## src/design/adrc_pkg.sv

```systemverilog
// constants and types for the page-mode dram host controller
package adrc_pkg;
  localparam int ADRC_CLK_MHZ = 50;
  localparam int ADRC_CLK_NS = 20;
  // power-up wait, microseconds
  localparam int ADRC_PWRUP_US = 100;
  localparam int ADRC_PWRUP_CYC = (ADRC_PWRUP_US * 1000) / ADRC_CLK_NS + 1;
  localparam int ADRC_DUMMY_REFRESH = 8;
  // refresh burst around self refresh
  localparam int ADRC_BURST_COUNT = 1024;
  localparam int ADRC_BURST_MS = 16;
  localparam int ADRC_BURST_CYC = (ADRC_BURST_MS * 1000000) / ADRC_CLK_NS;
  // strobe phase lengths, ns
  localparam int ADRC_TRP_NS = 50;
  localparam int ADRC_TRP_CYC = (ADRC_TRP_NS + ADRC_CLK_NS - 1) / ADRC_CLK_NS;
  localparam int ADRC_TRCD_NS = 20;
  localparam int ADRC_TRCD_CYC = (ADRC_TRCD_NS + ADRC_CLK_NS - 1) / ADRC_CLK_NS;
  localparam int ADRC_TCAS_NS = 40;
  localparam int ADRC_TCAS_CYC = (ADRC_TCAS_NS + ADRC_CLK_NS - 1) / ADRC_CLK_NS;
  localparam int ADRC_TRAS_NS = 80;
  localparam int ADRC_TRAS_CYC = (ADRC_TRAS_NS + ADRC_CLK_NS - 1) / ADRC_CLK_NS;
  localparam int ADRC_TSELF_NS = 100000;
  localparam int ADRC_TSELF_CYC = (ADRC_TSELF_NS + ADRC_CLK_NS - 1) / ADRC_CLK_NS;
  // request commands
  localparam logic [2:0] ADRC_CMD_READ = 3'h0;
  localparam logic [2:0] ADRC_CMD_WRITE = 3'h1;
  localparam logic [2:0] ADRC_CMD_CBR = 3'h2;
  localparam logic [2:0] ADRC_CMD_ROR = 3'h3;
  localparam logic [2:0] ADRC_CMD_SELF = 3'h4;
  localparam logic [2:0] ADRC_CMD_HIDDEN = 3'h5;
  localparam logic [2:0] ADRC_CMD_CLOSE = 3'h6;
  typedef enum logic [3:0] {
    ADRC_POWERUP, ADRC_INIT_PRE, ADRC_INIT_RAS, ADRC_IDLE, ADRC_PRECHARGE, ADRC_ROW,
    ADRC_RCD, ADRC_COL, ADRC_OPEN, ADRC_CBR_CAS, ADRC_REF_RAS, ADRC_SELF, ADRC_HIDDEN
  } adrc_state_e;
endpackage : adrc_pkg

```

## src/design/adrc_host.sv

```systemverilog
// host controller driving an asynchronous page-mode dram module
`timescale 1ns/100ps
`default_nettype none

module adrc_host #(
  parameter int ROW_W = 10,
  parameter int DATA_W = 32,
  parameter int PWRUP_CYC = adrc_pkg::ADRC_PWRUP_CYC,
  parameter int SELF_CYC = adrc_pkg::ADRC_TSELF_CYC,
  parameter logic [1:0] BURST_MODE = 2'h0 // 0 distributed, 1 cbr burst, 2 row-only burst
) (
  input wire logic clock,
  input wire logic arst_n,
  input wire logic reqValid,
  output logic reqReady,
  input wire logic [2:0] reqCmd,
  input wire logic [ROW_W-1:0] reqRow,
  input wire logic [ROW_W-1:0] reqCol,
  input wire logic [DATA_W-1:0] reqData,
  output logic rspValid,
  output logic [DATA_W-1:0] rspData,
  output logic initDone,
  output logic rowStrobe_n,
  output logic colStrobe_n,
  output logic writeEnable_n,
  output logic outputEnable_n,
  output logic [ROW_W-1:0] addr,
  input wire logic [DATA_W-1:0] dataIn,
  output logic [DATA_W-1:0] dataOut,
  output logic dataOe_n
);
  import adrc_pkg::*;

  // ----------------------------------------------------------------
  // reset release and input synchronisers
  // ----------------------------------------------------------------
  logic rstMeta, rstSync;
  logic [DATA_W-1:0] dinMeta, dinSync;

  // reset release through two flops
  always_ff @(posedge clock or negedge arst_n)
  begin
    if (!arst_n)
    begin
      rstMeta <= 1'b0;
      rstSync <= 1'b0;
    end
    else
    begin
      rstMeta <= 1'b1;
      rstSync <= rstMeta;
    end
  end

  // read data pins pass two flops
  always_ff @(posedge clock or negedge rstSync)
  begin
    if (!rstSync)
    begin
      dinMeta <= '0;
      dinSync <= '0;
    end
    else
    begin
      dinMeta <= dataIn;
      dinSync <= dinMeta;
    end
  end

  // ----------------------------------------------------------------
  // sequencer
  // ----------------------------------------------------------------
  localparam int CNT_W = 32;
  adrc_state_e state, next_state;
  logic [CNT_W-1:0] cnt, next_cnt;
  logic [3:0] dummy, next_dummy;
  logic [10:0] burst, next_burst;
  logic burstAfter, next_burstAfter;
  logic isWrite, next_isWrite, isRefresh, next_isRefresh, isHidden, next_isHidden;
  logic ras, next_ras, cas, next_cas, we, next_we, oe, next_oe, doe, next_doe;
  logic [ROW_W-1:0] next_addr, colAddr, next_colAddr;
  logic [DATA_W-1:0] next_dataOut, next_rspData;
  logic next_rspValid, next_initDone;

  // remaining count of a phase
  function automatic logic [CNT_W-1:0] cyc(input int n);
    cyc = CNT_W'(n);
  endfunction : cyc

  // next-state and pin values
  always_comb
  begin
    next_state = state;
    next_cnt = (cnt != '0) ? cnt - CNT_W'(1) : cnt;
    next_dummy = dummy;
    next_burst = burst;
    next_burstAfter = burstAfter;
    next_isWrite = isWrite;
    next_isRefresh = isRefresh;
    next_isHidden = isHidden;
    next_ras = ras;
    next_cas = cas;
    next_we = we;
    next_oe = oe;
    next_doe = doe;
    next_addr = addr;
    next_colAddr = colAddr;
    next_dataOut = dataOut;
    next_rspData = rspData;
    next_rspValid = 1'b0;
    next_initDone = initDone;
    reqReady = 1'b0;
    unique case (state)
      ADRC_POWERUP:
        if (cnt == '0)
        begin
          next_state = ADRC_INIT_PRE;
          next_cnt = cyc(ADRC_TRP_CYC);
        end
      ADRC_INIT_PRE:
        if (cnt == '0)
        begin
          next_cas = 1'b1; // cbr dummy cycle
          next_state = ADRC_INIT_RAS;
          next_cnt = cyc(ADRC_TRCD_CYC);
        end
      ADRC_INIT_RAS:
        if (cnt == '0)
        begin
          next_ras = 1'b1;
          next_dummy = dummy + 4'h1;
          next_state = ADRC_REF_RAS;
          next_isRefresh = 1'b1;
          next_cnt = cyc(ADRC_TRAS_CYC);
        end
      ADRC_IDLE:
      begin
        reqReady = (burst == '0) && !isHidden;
        if (burst != '0)
        begin
          next_isRefresh = 1'b1;
          next_addr = ROW_W'(burst); // row-only burst steps through the rows
          next_state = ADRC_PRECHARGE;
          next_cnt = cyc(ADRC_TRP_CYC);
          next_isWrite = (BURST_MODE == 2'h2);
        end
        else if (isHidden) // leading burst over, enter self refresh
        begin
          next_isRefresh = 1'b1;
          next_isWrite = 1'b0;
          next_state = ADRC_PRECHARGE;
          next_cnt = cyc(ADRC_TRP_CYC);
        end
        else if (reqValid)
        begin
          next_isWrite = (reqCmd == ADRC_CMD_WRITE);
          next_addr = reqRow;
          next_colAddr = reqCol; // request may change once taken
          next_dataOut = reqData;
          next_isRefresh = (reqCmd != ADRC_CMD_READ) && (reqCmd != ADRC_CMD_WRITE);
          if (reqCmd == ADRC_CMD_ROR)
            next_isWrite = 1'b1; // marks row-only
          if (reqCmd == ADRC_CMD_SELF)
          begin
            next_isWrite = 1'b0;
            next_isHidden = 1'b1; // marks self
            if (BURST_MODE != 2'h0)
            begin
              next_burst = 11'(ADRC_BURST_COUNT);
              next_burstAfter = 1'b0;
            end
          end
          next_state = ADRC_PRECHARGE;
          next_cnt = cyc(ADRC_TRP_CYC);
          if (reqCmd == ADRC_CMD_CLOSE || (reqCmd == ADRC_CMD_SELF && BURST_MODE != 2'h0))
            next_state = ADRC_IDLE; // nothing to close, or leading burst first
        end
      end
      ADRC_PRECHARGE:
        if (cnt == '0)
        begin
          if (isRefresh && !isWrite)
          begin
            next_cas = 1'b1; // column before row
            next_state = ADRC_CBR_CAS;
          end
          else
            next_state = ADRC_ROW;
          next_cnt = cyc(ADRC_TRCD_CYC);
        end
      ADRC_CBR_CAS:
        if (cnt == '0)
        begin
          next_ras = 1'b1;
          if (isHidden && burst == '0)
          begin
            next_state = ADRC_SELF;
            next_cnt = cyc(SELF_CYC);
          end
          else
          begin
            next_state = ADRC_REF_RAS;
            next_cnt = cyc(ADRC_TRAS_CYC);
          end
        end
      ADRC_ROW:
      begin
        next_ras = 1'b1;
        next_state = isRefresh ? ADRC_REF_RAS : ADRC_RCD;
        next_cnt = cyc(isRefresh ? ADRC_TRAS_CYC : ADRC_TRCD_CYC);
      end
      ADRC_RCD:
        if (cnt == '0)
        begin
          next_addr = colAddr;
          next_we = isWrite;
          next_doe = isWrite;
          next_oe = !isWrite;
          next_state = ADRC_COL;
          next_cnt = cyc(ADRC_TRCD_CYC);
        end
      ADRC_COL:
        if (cnt == '0)
        begin
          next_cas = 1'b1;
          next_state = ADRC_OPEN;
          next_cnt = cyc(ADRC_TCAS_CYC);
        end
      ADRC_OPEN:
        if (cnt == '0)
        begin
          if (!isWrite)
          begin
            next_rspData = dinSync;
          end
          next_rspValid = 1'b1;
          // cbr, row-only and self refresh requests wait until the row is closed and idle takes them; hidden refresh is taken here
          reqReady = (reqCmd != ADRC_CMD_CBR) && (reqCmd != ADRC_CMD_ROR)
            && (reqCmd != ADRC_CMD_SELF);
          next_cas = 1'b0;
          next_we = 1'b0;
          next_doe = 1'b0;
          next_state = ADRC_IDLE;
          next_ras = 1'b0;
          if (reqValid && (reqCmd == ADRC_CMD_READ || reqCmd == ADRC_CMD_WRITE))
          begin
            next_ras = 1'b1;
            next_isWrite = (reqCmd == ADRC_CMD_WRITE);
            next_dataOut = reqData;
            next_addr = reqCol;
            next_colAddr = reqCol;
            next_state = ADRC_RCD;
            next_cnt = cyc(0);
          end
          else if (reqValid && reqCmd == ADRC_CMD_HIDDEN)
          begin
            next_cas = 1'b1;
            next_we = we;
            next_doe = doe;
            next_state = ADRC_HIDDEN;
            next_cnt = cyc(ADRC_TRP_CYC);
          end
        end
      ADRC_HIDDEN:
        if (cnt == '0)
        begin
          if (!ras)
          begin
            next_ras = 1'b1;
            next_cnt = cyc(ADRC_TRAS_CYC);
          end
          else
          begin
            next_ras = 1'b0;
            next_cas = 1'b0;
            next_we = 1'b0;
            next_doe = 1'b0;
            next_oe = 1'b0;
            next_state = ADRC_IDLE;
          end
        end
      ADRC_REF_RAS:
        if (cnt == '0)
        begin
          next_ras = 1'b0;
          next_cas = 1'b0;
          next_isRefresh = 1'b0;
          next_isWrite = 1'b0;
          if (burst != '0)
            next_burst = burst - 11'h1;
          if (!initDone && dummy != 4'(ADRC_DUMMY_REFRESH))
          begin
            next_state = ADRC_INIT_PRE;
            next_cnt = cyc(ADRC_TRP_CYC);
          end
          else
          begin
            next_initDone = 1'b1;
            next_state = ADRC_IDLE;
          end
          if (isHidden && burst == '0 && burstAfter)
            next_isHidden = 1'b0;
        end
      ADRC_SELF:
        if (cnt == '0)
        begin
          next_ras = 1'b0;
          next_cas = 1'b0;
          next_isHidden = 1'b0;
          next_isRefresh = 1'b0;
          next_rspValid = 1'b1;
          next_state = ADRC_IDLE;
          if (BURST_MODE != 2'h0)
          begin
            next_burst = 11'(ADRC_BURST_COUNT);
            next_burstAfter = 1'b1;
          end
        end
      default:
        next_state = ADRC_IDLE;
    endcase
  end

  // state registers
  always_ff @(posedge clock or negedge rstSync)
  begin
    if (!rstSync)
    begin
      state <= ADRC_POWERUP;
      cnt <= CNT_W'(PWRUP_CYC);
      dummy <= 4'h0;
      burst <= 11'h0;
      burstAfter <= 1'b0;
      isWrite <= 1'b0;
      isRefresh <= 1'b0;
      isHidden <= 1'b0;
      ras <= 1'b0;
      cas <= 1'b0;
      we <= 1'b0;
      oe <= 1'b0;
      doe <= 1'b0;
      addr <= '0;
      colAddr <= '0;
      dataOut <= '0;
      rspData <= '0;
      rspValid <= 1'b0;
      initDone <= 1'b0;
    end
    else
    begin
      state <= next_state;
      cnt <= next_cnt;
      dummy <= next_dummy;
      burst <= next_burst;
      burstAfter <= next_burstAfter;
      isWrite <= next_isWrite;
      isRefresh <= next_isRefresh;
      isHidden <= next_isHidden;
      ras <= next_ras;
      cas <= next_cas;
      we <= next_we;
      oe <= next_oe;
      doe <= next_doe;
      addr <= next_addr;
      colAddr <= next_colAddr;
      dataOut <= next_dataOut;
      rspData <= next_rspData;
      rspValid <= next_rspValid;
      initDone <= next_initDone;
    end
  end

  // active-low pins
  assign rowStrobe_n = !ras;
  assign colStrobe_n = !cas;
  assign writeEnable_n = !we;
  assign outputEnable_n = !oe;
  assign dataOe_n = !doe;
endmodule : adrc_host
`default_nettype wire

```

## config.mk

```make
export PLATFORM = sky130hd
export DESIGN_NAME = adrc_host
export DESIGN_NICKNAME = d
export VERILOG_FILES = /design/src/design/adrc_pkg.sv /design/src/design/adrc_host.sv
export SDC_FILE = /design/constraint.sdc
export NUM_CORES = 1
export LEC_CHECK = 0
export ABC_AREA = 1
export BUFFER_PORTS_ARGS = -buffer_cell sky130_fd_sc_hd__buf_2
export CORE_ASPECT_RATIO = 0.75
export CORE_MARGIN = 4
export CORE_UTILIZATION = 45
export DETAILED_ROUTE_END_ITERATION = 10
export PLACE_DENSITY = 0.67
export SETUP_SLACK_MARGIN = 0.02
export SLEW_MARGIN = 20
export SYNTH_ARGS = -nofsm -noshare
export SYNTH_HDL_FRONTEND = slang
export SYNTH_SLANG_ARGS = --single-unit
```

## constraint.sdc

```tcl
create_clock -name clock -period 8.6 [get_ports clock]
set_input_delay 1.72 -clock clock [delete_from_list [all_inputs] [get_ports clock]]
set_output_delay 1.72 -clock clock [all_outputs]
set_load 0.005 [all_outputs]
```

* Word level (Yosys, flattened, before mapping)
Index checks and enable logic that the tools add are counted.
** Word-level totals
- Logic and storage cells :: 227
- Register bits after elaboration :: 210
- Output and inout port bits :: 82
** Cells by class
- Muxes and demuxes :: 102
- Equal/unequal tests :: 46
- Reductions and logical operators :: 52
- Add/subtract/negate cells :: 3
- Bitwise logic cells :: 3
** Operators with widths (number)
- $mux 32 :: 21
- $pmux 32 s10 :: 1
- $mux 10 :: 9
- $mux 4 :: 19
- $pmux 32 s2 :: 1
- $pmux 4 s13 :: 1
- $mux 1 :: 36
- $ne 2x2->1 const B :: 17
- $logic_not 32->1 :: 1
- $reduce_bool 32->1 :: 1
- $sub 32x1->32 const B :: 1
- $pmux 10 s3 :: 1
- $eq 4x4->1 const B :: 5
- $pmux 10 s2 :: 1
- $reduce_and 6->1 :: 3
- $reduce_bool 3->1 :: 6
- $eq 4x3->1 const B :: 4
- $reduce_and 5->1 :: 3
- $mux 13 :: 1
- $reduce_and 13->1 :: 1
- $ne 3x3->1 const B :: 4
- $logic_not 11->1 :: 1
- $reduce_bool 11->1 :: 1
- $sub 11x1->11 const B :: 1
- 29 further kinds :: 66

* Longest topological paths before layout
Gate-level depths: netlist of run 1.
- Depth after elaboration :: 7
- Depth in mapped cells :: 16
- Gate-level depth less buffers :: 16

* Worst setup path before layout of run 1
Ideal clock, no wire load.
- Path type :: input-to-output
- From :: input port reqCmd[1]
- To :: output port reqReady
- Data required time :: 6.880 ns
- Cell stages on the path :: 4
- Setup slack :: 4.703 ns
- Arrival time :: 2.177 ns
- Path buffers :: 0
- Cells stage by stage :: inv_1 nand3_1 o21ai_0 o31ai_1
** Between the ends
- Cells in the longest elaborated chain, start to end :: 5
- Elaborated cells on any way between the ends :: 7
** RTL lines
- from (decl) :: RTL line adrc_host.sv:16 : input wire logic [2:0] reqCmd,
- $ne 3x2->1 :: RTL line adrc_host.sv:238 : reqReady = (reqCmd != ADRC_CMD_CBR) && (reqCmd != ADRC_CMD_ROR)
- $logic_and 1x1->1 :: RTL line adrc_host.sv:238
- $logic_and 1x1->1 (*) :: RTL line adrc_host.sv:239 : && (reqCmd != ADRC_CMD_SELF);
- $mux 1 (*) :: RTL line adrc_host.sv:230 : if (cnt == '0)
- $pmux 1 s2 (*) :: RTL line adrc_host.sv:113 : unique case (state)
- to (decl) :: RTL line adrc_host.sv:15 : output logic reqReady,
Mark *: on every way between the ends. The rest lies on a longest branch, timed or not.

* Worst setup path in the final report of run 1
- From :: register burst[0]
- To :: output port reqReady
** Between the ends
- Cells in the longest elaborated chain, start to end :: 3
** RTL lines
- from (decl) :: RTL line adrc_host.sv:77 : logic [10:0] burst, next_burst;
- from (signal assigned) :: RTL line adrc_host.sv:354 : burst <= next_burst;
- $logic_not 11->1
- $logic_and 1x1->1 :: RTL line adrc_host.sv:138 : reqReady = (burst == '0) && !isHidden;
- $pmux 1 s2 :: RTL line adrc_host.sv:113
No other way between the ends.

==> out/results.tsv, run 1 <==
metric	value	unit
leakage power	5.809	nW
Routed WL per cell	14.68	um
1st-pass router iterations	5	
Die Span X	175.4	um
Num CTS Buffers	21	
max_cap viols	0	
Hold Path Cell Cnt	0	
DR iter-0 viols	475	
Reg2Reg Depth	7	
final antenna-violating net count	0	
Least-Margin Pin Slew	0.9546	ns
hpwl dp	16.50	mm
antenna violations before repair	0	
hold-fix buffer count after cts	0	
most common cell after layout, fill and taps aside	nand2_1	
Final nets	1337	
Slew Limit Fails	0	
Hold Vio Cnt, Final	0	
Mapped Cells	1064	
CP endpoint kind	output port	
top cells by area, synth	dfrtp_1 54%, nand2_1 8.9%, nor2_1 5.5%, inv_1 5.2%, o21ai_0 4.2%	
Sink Count	210	
Max clock buf depth	3	
worst skew pair latency	0.51	ns
Crit path required time	6.88	ns
fin area	11250	um^2
CTS tree	yes	
final cell count without fillers	1537	
hold_sp	dinMeta[29]	
worst-path fanout max	6	
num rows	45	
Vias/cell	4.961	
crit start category	flop	
pre-CTS setup slack	4.452	ns
clock skew	0.01336	ns
top-area cell type share of the netlist area	53.98	%
FMAX	0.2362	GHz
Tmin final	4.234	ns
Final setup viols	0	
Reg clk slew, reported paths	0.06	ns
first-pass GRT wire length	37.59	mm
CP Class	reg2out	
Setup TNS	0	ns
commonest non-fill, non-tap cells in the layout	225 x nand2_1, 203 x dfrtp_1, 171 x buf_2, 139 x nor2_1, 131 x inv_1	
peak supply drop	0.0001357	V
post-CTS setup buffer count	0	
clk root buf	clkbuf_16	
Tot GR Track Use	19.44	%
Post-synth EDFFs	0	
final wirelength	22.57	mm
placed inst area	10580	um^2
pin count of the biggest net entering global routing	85	
io pins	172	
sequential area share after synthesis	55.65	%
Slew Limit Headroom	36.36	%
Post-Syn Area per Cell	8.888	um^2
Final Wtd Congestion	0.9107	
post-CTS resize count	0	
r2r endpoint	rspData[28]	
most used flip-flop cell after synthesis	dfrtp_1	
share of cells above drive strength 1	23.35	%
final worst-path cycle share	49.23	%
RR Startpoint	cnt[18]	
outcome	completed	
synth warn	0	
post-synth cell types	42	
Post-Syn Nets	1161	
CTS HTree Levels	1	
cell area after technology mapping	9457	um^2
worst path arrival time	2.51	ns
worst hold path endpoint	dinSync[29]	
initial core utilization	46.27	%
RSZ-0062 raised after global routing	false	
I/O Buffers	171	
Diodes inserted	0	
post-layout util	55.02	%
Placed Cells	1499	
total global routing overflow	0	
leading area contributor after synthesis	dfrtp_1	
DR DRC count	0	
vias after detailed routing	7625	
Cell Pwr Density	171.8	nW/um^2
setup ws final	4.366	ns
register bit total from synthesis	210	
Async SR Flop Fraction	100.0	%
HP Class	reg2reg	
core box area	20440	um^2
height of the die	133.5	um
DIE AREA	23420	um^2
number of global-route vias before repair	7454	
Area growth syn-to-layout	18.92	%
R2R setup slack	5.58	ns
[power by group]
part,switching [mW],leakage (nW),internal [mW]
sequential,0.00951,2.58,1.00
combinational,0.0231,2.90,0.0167
clock,0.367,0.332,0.512
[area by class of cell]
cell class                      instances  area, um^2
Fill cell                            1911        9193
Sequential cell                       210        5266
Multi-Input combinational cell        691        3543
Timing Repair Buffer                  175       885.9
Clock buffer                           34       644.4
Inverter                              141       529.3
Tap cell                              282       352.8
Clock inverter                          4       23.77
[stage by stage]
| stage | hold slack, ns | power, mW |
|---|---|---|
| 6_report | 0.3432 | 1.933 |
| 5_1_grt | 0.3546 | 2.008 |
| 4_1_cts | 0.3470 | 1.959 |
| 3_5_place_dp | 0.3347 | 1.073 |
| 3_3_place_gp | 0.3310 | 1.071 |
| 2_1_floorplan | 0.3312 | 1.044 |
[registers in the layout (all words and copies together), names as in the netlist]
register / flops
initDone: 1
dinMeta: 32
isWrite: 1
burst: 11
rspData: 32
state: 4
rstSync: 1
dinSync: 32
doe: 1
isRefresh: 1
oe: 1
cas: 1
colAddr: 10
dummy: 4
rstMeta: 1
cnt: 32
isHidden: 1
addr: 10
ras: 1
rspValid: 1
dataOut: 32
[cell families after synthesis]
group / count (synthesis) / synth area share [%]
XOR/XNOR: 26 / 2.408
AND/OR/NAND/NOR: 480 / 22.10
adder cells (fa/ha/maj): 7 / 0.9261
other: 1 / 0.03965
multiplexers: 33 / 3.930
AO/OA/AOI/OAI: 144 / 8.018
flip-flops: 210 / 55.65
buffers and inverters: 163 / 6.933
[critical path: stages, from the launching register on]
cell and delay [ns]:
dfrtp_1 0.37, inv_1 0.15, ha_1 0.23, nand2_1 0.14
nor3_1 0.28, nand2_1 0.20, nor2_1 0.35, nand2_1 0.09
o31ai_1 0.07, buf_2 0.15
[metal layers]
| metal | part of all wire (%) | vias to the layer above | GRT usage, % |
|---|---|---|---|
| met5 | 0 | - | 0 |
| met4 | 1.4 | 0 | 3.663 |
| met3 | 9.4 | 29 | 5.986 |
| met2 | 43 | 270 | 29.15 |
| met1 | 46 | 3581 | 28.28 |
| li1 | - | 3745 | - |
[worst max-delay path by stage]
stage | cells after the start | to | slack [ns] | startpoint
finish | 9 | reqReady | 4.37 | burst[0]
global route | 9 | reqReady | 4.05 | burst[0]
CTS | 9 | reqReady | 4.39 | burst[0]
detailed placement | 6 | reqReady | 4.45 | reqCmd[1]
global placement | 6 | reqReady | 4.47 | reqCmd[1]
floorplan | 0 | addr[0] | 2.33 | rstSync
[Yosys cell counts (3+ instances only)]
| cell | number |
|---|---|
| xnor2_1 | 7 |
| xor2_1 | 19 |
| nand3_1 | 47 |
| nand3b_1 | 3 |
| a31o_2 | 3 |
| a21oi_1 | 31 |
| nor2_2 | 10 |
| o21ai_0 | 79 |
| mux2_2 | 33 |
| nand4_1 | 16 |
| o21ai_1 | 21 |
| nand2_2 | 8 |
| nand2_1 | 225 |
| dfrtp_1 | 204 |
| buf_4 | 4 |
| dfstp_2 | 6 |
| inv_2 | 10 |
| buf_2 | 11 |
| nor4_1 | 4 |
| clkbuf_1 | 5 |
| ha_1 | 7 |
| nor2_4 | 6 |
| inv_1 | 131 |
| nor2_1 | 139 |
| nor3_1 | 14 |
Note: power is estimated with default switching activity, not from simulation.
==> run 2: changes to the inputs <==
--- a/config.mk
+++ b/config.mk
@@ -11,7 +11,7 @@
 export CORE_MARGIN = 4
 export CORE_UTILIZATION = 45
 export DETAILED_ROUTE_END_ITERATION = 10
-export PLACE_DENSITY = 0.67
+export PLACE_DENSITY = 0.69
 export SETUP_SLACK_MARGIN = 0.02
 export SLEW_MARGIN = 20
 export SYNTH_ARGS = -nofsm -noshare
==> constraint.sdc (replaced) <==
create_clock -name clock -period 3.7 [get_ports clock]
set_input_delay 0.74 -clock clock [delete_from_list [all_inputs] [get_ports clock]]
set_output_delay 0.74 -clock clock [all_outputs]
set_load 0.005 [all_outputs]
==> run 2 against run 1 <==
  * Largest power group unchanged
  * Clock skew about the same
  * Count of clock-buffer cells in the layout unchanged
  * Flip-flop and latch count unchanged
  * Core utilization up 0.99 points
==> out/results.tsv, run 2 (synthesis results as in run 1) <==
metric	value	unit
antenna violations before repair	2	
CTS tree	yes	
CP endpoint kind	output port	
outcome	completed	
critical path cell sequence	inv_1 > ha_1 > nand2_1 > nor3_1 > nand2_1 > nor2_1 > nand2_1 > o31ai_1 > buf_2	
Placed Cells	1501	
num rows	45	
Final Wtd Congestion	0.9581	
leakage power	5.900	nW
io pins	172	
Area growth syn-to-layout	21.05	%
total global routing overflow	0	
most frequent CP cell	nand2_1	
Diodes inserted	0	
max_cap viols	0	
crit start category	flop	
Num CTS Buffers	22	
hpwl dp	16.84	mm
CP Class	reg2out	
Final nets	1342	
FMAX	0.3078	GHz
worst path arrival time	2.51	ns
DR iter-0 viols	510	
share of cells above drive strength 1	23.79	%
core box area	20440	um^2
multi-input logic area	3543	um^2
commonest non-fill, non-tap cells in the layout	225 x nand2_1, 203 x dfrtp_1, 171 x buf_2, 139 x nor2_1, 131 x inv_1	
Reg clk slew, reported paths	0.06	ns
final antenna-violating net count	0	
Tot GR Track Use	19.57	%
CTS HTree Levels	1	
Hold Vio Cnt, Final	0	
height of the die	133.5	um
vias after detailed routing	7729	
Reg area	5266	um^2
worst skew pair latency	0.51	ns
CP peak stage delay	0.37	ns
final wirelength	22.97	mm
first-pass GRT wire length	38.16	mm
HP Class	reg2async	
Slew Limit Headroom	51.66	%
Die Span X	175.4	um
final worst-path cycle share	87.82	%
Tmin final	3.249	ns
Filler cells	1855	
pin count of the biggest net entering global routing	85	
peak supply drop	0.0004117	V
clk root buf	clkbuf_16	
Max clock buf depth	3	
1st-pass router iterations	5	
RSZ-0062 raised after global routing	false	
Buf/Inv on CP	2	
Cell Pwr Density	417.8	nW/um^2
Sink Count	210	
worst-path fanout max	6	
CP max stage cell	dfrtp_1	
Setup TNS	0	ns
I/O Buffers	171	
most common cell after layout, fill and taps aside	nand2_1	
initial core utilization	46.27	%
DR DRC count	0	
clock skew	0.01357	ns
Routed WL per cell	14.88	um
DIE AREA	23420	um^2
final cell count without fillers	1543	
Slew Limit Fails	0	
Final setup viols	0	
number of global-route vias before repair	7521	
Crit path required time	2.96	ns
Least-Margin Pin Slew	0.7251	ns
Vias/cell	5.009	
Worst path top cell family by delay	simple AND/OR/NAND/NOR gates	
-- run 2: cell types whose count changed in the layout (fill, tap and decap cells not counted), sizes merged --
| cell | change |
|---|---|
| buf | +3 |
| clkinv | +1 |
| inv | -1 |
| bufinv | +2 |
| dlygate4sd3 | +1 |
-- run 2: path summary, 6_finish.rpt --
kind | start | to | cells after the start | slack [ns]
max | burst[0] | reqReady | 9 | 0.45
min | rstSync | rspData[20] | 0 | 0.27
max reg2reg | cnt[0] | colAddr[7] | 13 | 1.04
min reg2reg | rstSync | rspData[20] | 0 | 0.27
max in group asynchronous | rstSync | cnt[3] | 2 | 2.41
min in group clock | dataIn[28] | dinMeta[28] | 1 | 0.33
-- run 2: routing by layer --
layer / up-vias / track usage (%) / share of wire [%]
li1: 3744 / - / -
met1: 3603 / 29.17 / 45
met2: 344 / 28.50 / 42
met3: 34 / 5.986 / 11
met4: 4 / 3.838 / 1.6
met5: - / 0 / 0.061
-- run 2: area by class of cell --
| type | count | area share, % |
|---|---|---|
| clock buffers | 34 | 5.902 |
| clock inverters | 6 | 1.017 |
| inverters | 141 | 4.623 |
| multi-input cells | 691 | 30.95 |
| flip-flops and latches | 210 | 46.01 |
| well taps | 282 | 3.082 |
| repair buffers | 179 | 8.416 |
-- run 2: timing repair --
action                    in CTS  in global routing
gates resized for setup        0                  0
hold buffers                   1                  0
setup buffers                  0                  0
hold endpoints to repair       2                  0
-- run 2: report_power, final --
part           switching [mW]  internal [mW]
combinational          0.0640         0.0457
clock                   0.914           1.41
sequential             0.0149           2.33
-- run 2: metrics by stage --
step                      hold slack [ns]  power, mW  util (%)  area (um^2)  worst slack, ns
after floorplan                    0.3311      2.426         -         9458           0.2489
after global placement             0.3317      2.496     51.95        10620            1.144
after detailed placement           0.3355      2.500     51.95        10620            1.040
after CTS                          0.3093      4.837     55.87        11420           0.4944
after global routing               0.3016      4.958     56.01        11450           0.2966
final                              0.2650      4.783     56.01        11450           0.4507
==> run 3: changes to the inputs <==
--- a/config.mk
+++ b/config.mk
@@ -7,7 +7,7 @@
 export LEC_CHECK = 0
 export ABC_AREA = 1
 export BUFFER_PORTS_ARGS = -buffer_cell sky130_fd_sc_hd__buf_2
-export CORE_ASPECT_RATIO = 0.75
+export CORE_ASPECT_RATIO = 0.5
 export CORE_MARGIN = 4
 export CORE_UTILIZATION = 45
 export DETAILED_ROUTE_END_ITERATION = 10
==> run 3 against run 2 <==
  * Die area is 0.50% higher
  * Power is 4.7% lower
  * Critical path depth stayed put
  * Cell area is 1.3% lower
  * Critical path type unchanged
  * Highest routed layer unchanged
==> out/results.tsv, run 3 (synthesis results as in run 1) <==
metric	value	unit
Least-Margin Pin Slew	0.8985	ns
r2r endpoint	dataOut[23]	
Hold Vio Cnt, Final	0	
Vias/cell	5.052	
number of global-route vias before repair	7909	
CTS tree	yes	
crit path to	reqReady	
peak supply drop	0.0003207	V
commonest non-fill, non-tap cells in the layout	225 x nand2_1, 203 x dfrtp_1, 171 x buf_2, 139 x nor2_1, 131 x inv_1	
clock skew	0.02561	ns
max_cap viols	0	
Slew Limit Headroom	40.10	%
worst path arrival time	2.53	ns
pin count of the biggest net entering global routing	88	
Crit path required time	2.96	ns
Setup TNS	0	ns
R2R setup slack	0.87	ns
Final Power	4.557	mW
RR Startpoint	cnt[0]	
multi-input logic area	3543	um^2
Tot GR Track Use	19.71	%
DIE AREA	23540	um^2
Max clock buf depth	3	
crit start category	flop	
most common cell after layout, fill and taps aside	nand2_1	
post-CTS resize count	0	
worst skew pair latency	0.52	ns
CP peak stage delay	0.37	ns
Final setup viols	0	
worst-path fanout max	6	
total global routing overflow	0	
final wirelength	22.94	mm
hpwl dp	16.87	mm
leakage power	5.825	nW
DR iter-0 viols	374	
Cell Pwr Density	403.4	nW/um^2
final antenna-violating net count	0	
RSZ-0062 raised after global routing	false	
CP endpoint kind	output port	
initial core utilization	45.90	%
outcome	completed	
hold-fix buffer count after cts	0	
first-pass GRT wire length	38.65	mm
CTS HTree Levels	1	
Routed WL per cell	15.04	um
post-layout util	54.83	%
Reg area	5266	um^2
I/O Buffers	171	
HP Class	in2async	
FMAX	0.3057	GHz
Num CTS Buffers	20	
Sink Count	210	
critical path cell sequence	inv_1 > ha_1 > nand2_1 > nor3_1 > nand2_1 > nor2_1 > nand2_1 > o31ai_1 > buf_2	
height of the die	110.5	um
clk root buf	clkbuf_16	
Area growth syn-to-layout	19.45	%
CP Class	reg2out	
core box area	20600	um^2
Filler cells	1866	
num rows	37	
antenna violations before repair	1	
1st-pass router iterations	5	
most frequent CP cell	nand2_1	
Die Span X	213.0	um
vias after detailed routing	7704	
Slew Limit Fails	0	
Reg2Reg Depth	14	
io pins	172	
final worst-path cycle share	88.42	%
crit path from	burst[0]	
Reg clk slew, reported paths	0.07	ns
Tmin final	3.272	ns
Final Wtd Congestion	0.9659	
Diodes inserted	0	
Final nets	1338	
post-CTS setup buffer count	0	
DR DRC count	0	
CP max stage cell	dfrtp_1	
share of cells above drive strength 1	23.40	%
run 3: cell count changes in the layout (fill, tap and decap cells not counted):
cell,delta
clkbuf_8,-5
clkinv_4,+3
clkbuf_16,-2
clkinv_2,-2
buf_12,+1
buf_16,-1
buf_4,-1
clkbuf_1,-1
clkinv_8,-1
clkinvlp_4,+1
dlygate4sd3_1,-1
run 3: how the worst min path moves through the flow:
| stage | slack, ns | cells past startpoint | to | from |
|---|---|---|---|---|
| finish | 0.02 | 1 | rstMeta | arst_n |
| global route | 0.002 | 1 | rstSync | arst_n |
| CTS | 0.006 | 1 | rstMeta | arst_n |
| detailed placement | 0.34 | 0 | dinSync[26] | dinMeta[26] |
| global placement | 0.33 | 0 | dinSync[15] | dinMeta[15] |
| floorplan | 0.33 | 0 | rstSync | rstMeta |
run 3: critical path, delay by kind of cell, from the launching register on:
| kind | cells | cell delay [ns] |
|---|---|---|
| simple gates | 5 | 1.04 |
| flops | 1 | 0.37 |
| buf+inv | 2 | 0.28 |
| fa+ha+maj | 1 | 0.24 |
| compound gates | 1 | 0.07 |
run 3: routing by layer:
metal	vias up	track usage [%]	share of wire, %
met5	-	0	0.031
met3	45	3.662	5.6
met1	3694	26.33	44
met4	2	5.532	2.7
met2	235	33.03	48
li1	3728	-	-
run 3: where the power goes:
group / total, mW / switching, mW / internal, mW
Sequential: 2.36 / 0.0236 / 2.33
Clock: 2.10 / 0.894 / 1.21
Combinational: 0.0976 / 0.0556 / 0.0420
Total: 4.56 / 0.974 / 3.58
run 3: per-stage QoR:
step                      std cells  setup slack, ns  cell area (um^2)  hold WS, ns
after detailed placement       1492           0.8754             10620       0.3356
after global routing           1525           0.2501             11300     0.002180
after CTS                      1525           0.4473             11300     0.006405
after floorplan                1064           0.2489              9458       0.3311
after global placement         1492            1.023             10620       0.3310
final                          1525           0.4284             11300      0.01556
run 3: final cells by class:
type / instances / area share (%)
clock buffers: 26 / 4.896
clock inverters: 7 / 1.097
inverters: 141 / 4.685
multi-input cells: 691 / 31.37
flip-flops and latches: 210 / 46.62
well taps: 273 / 3.024
repair buffers: 177 / 8.308
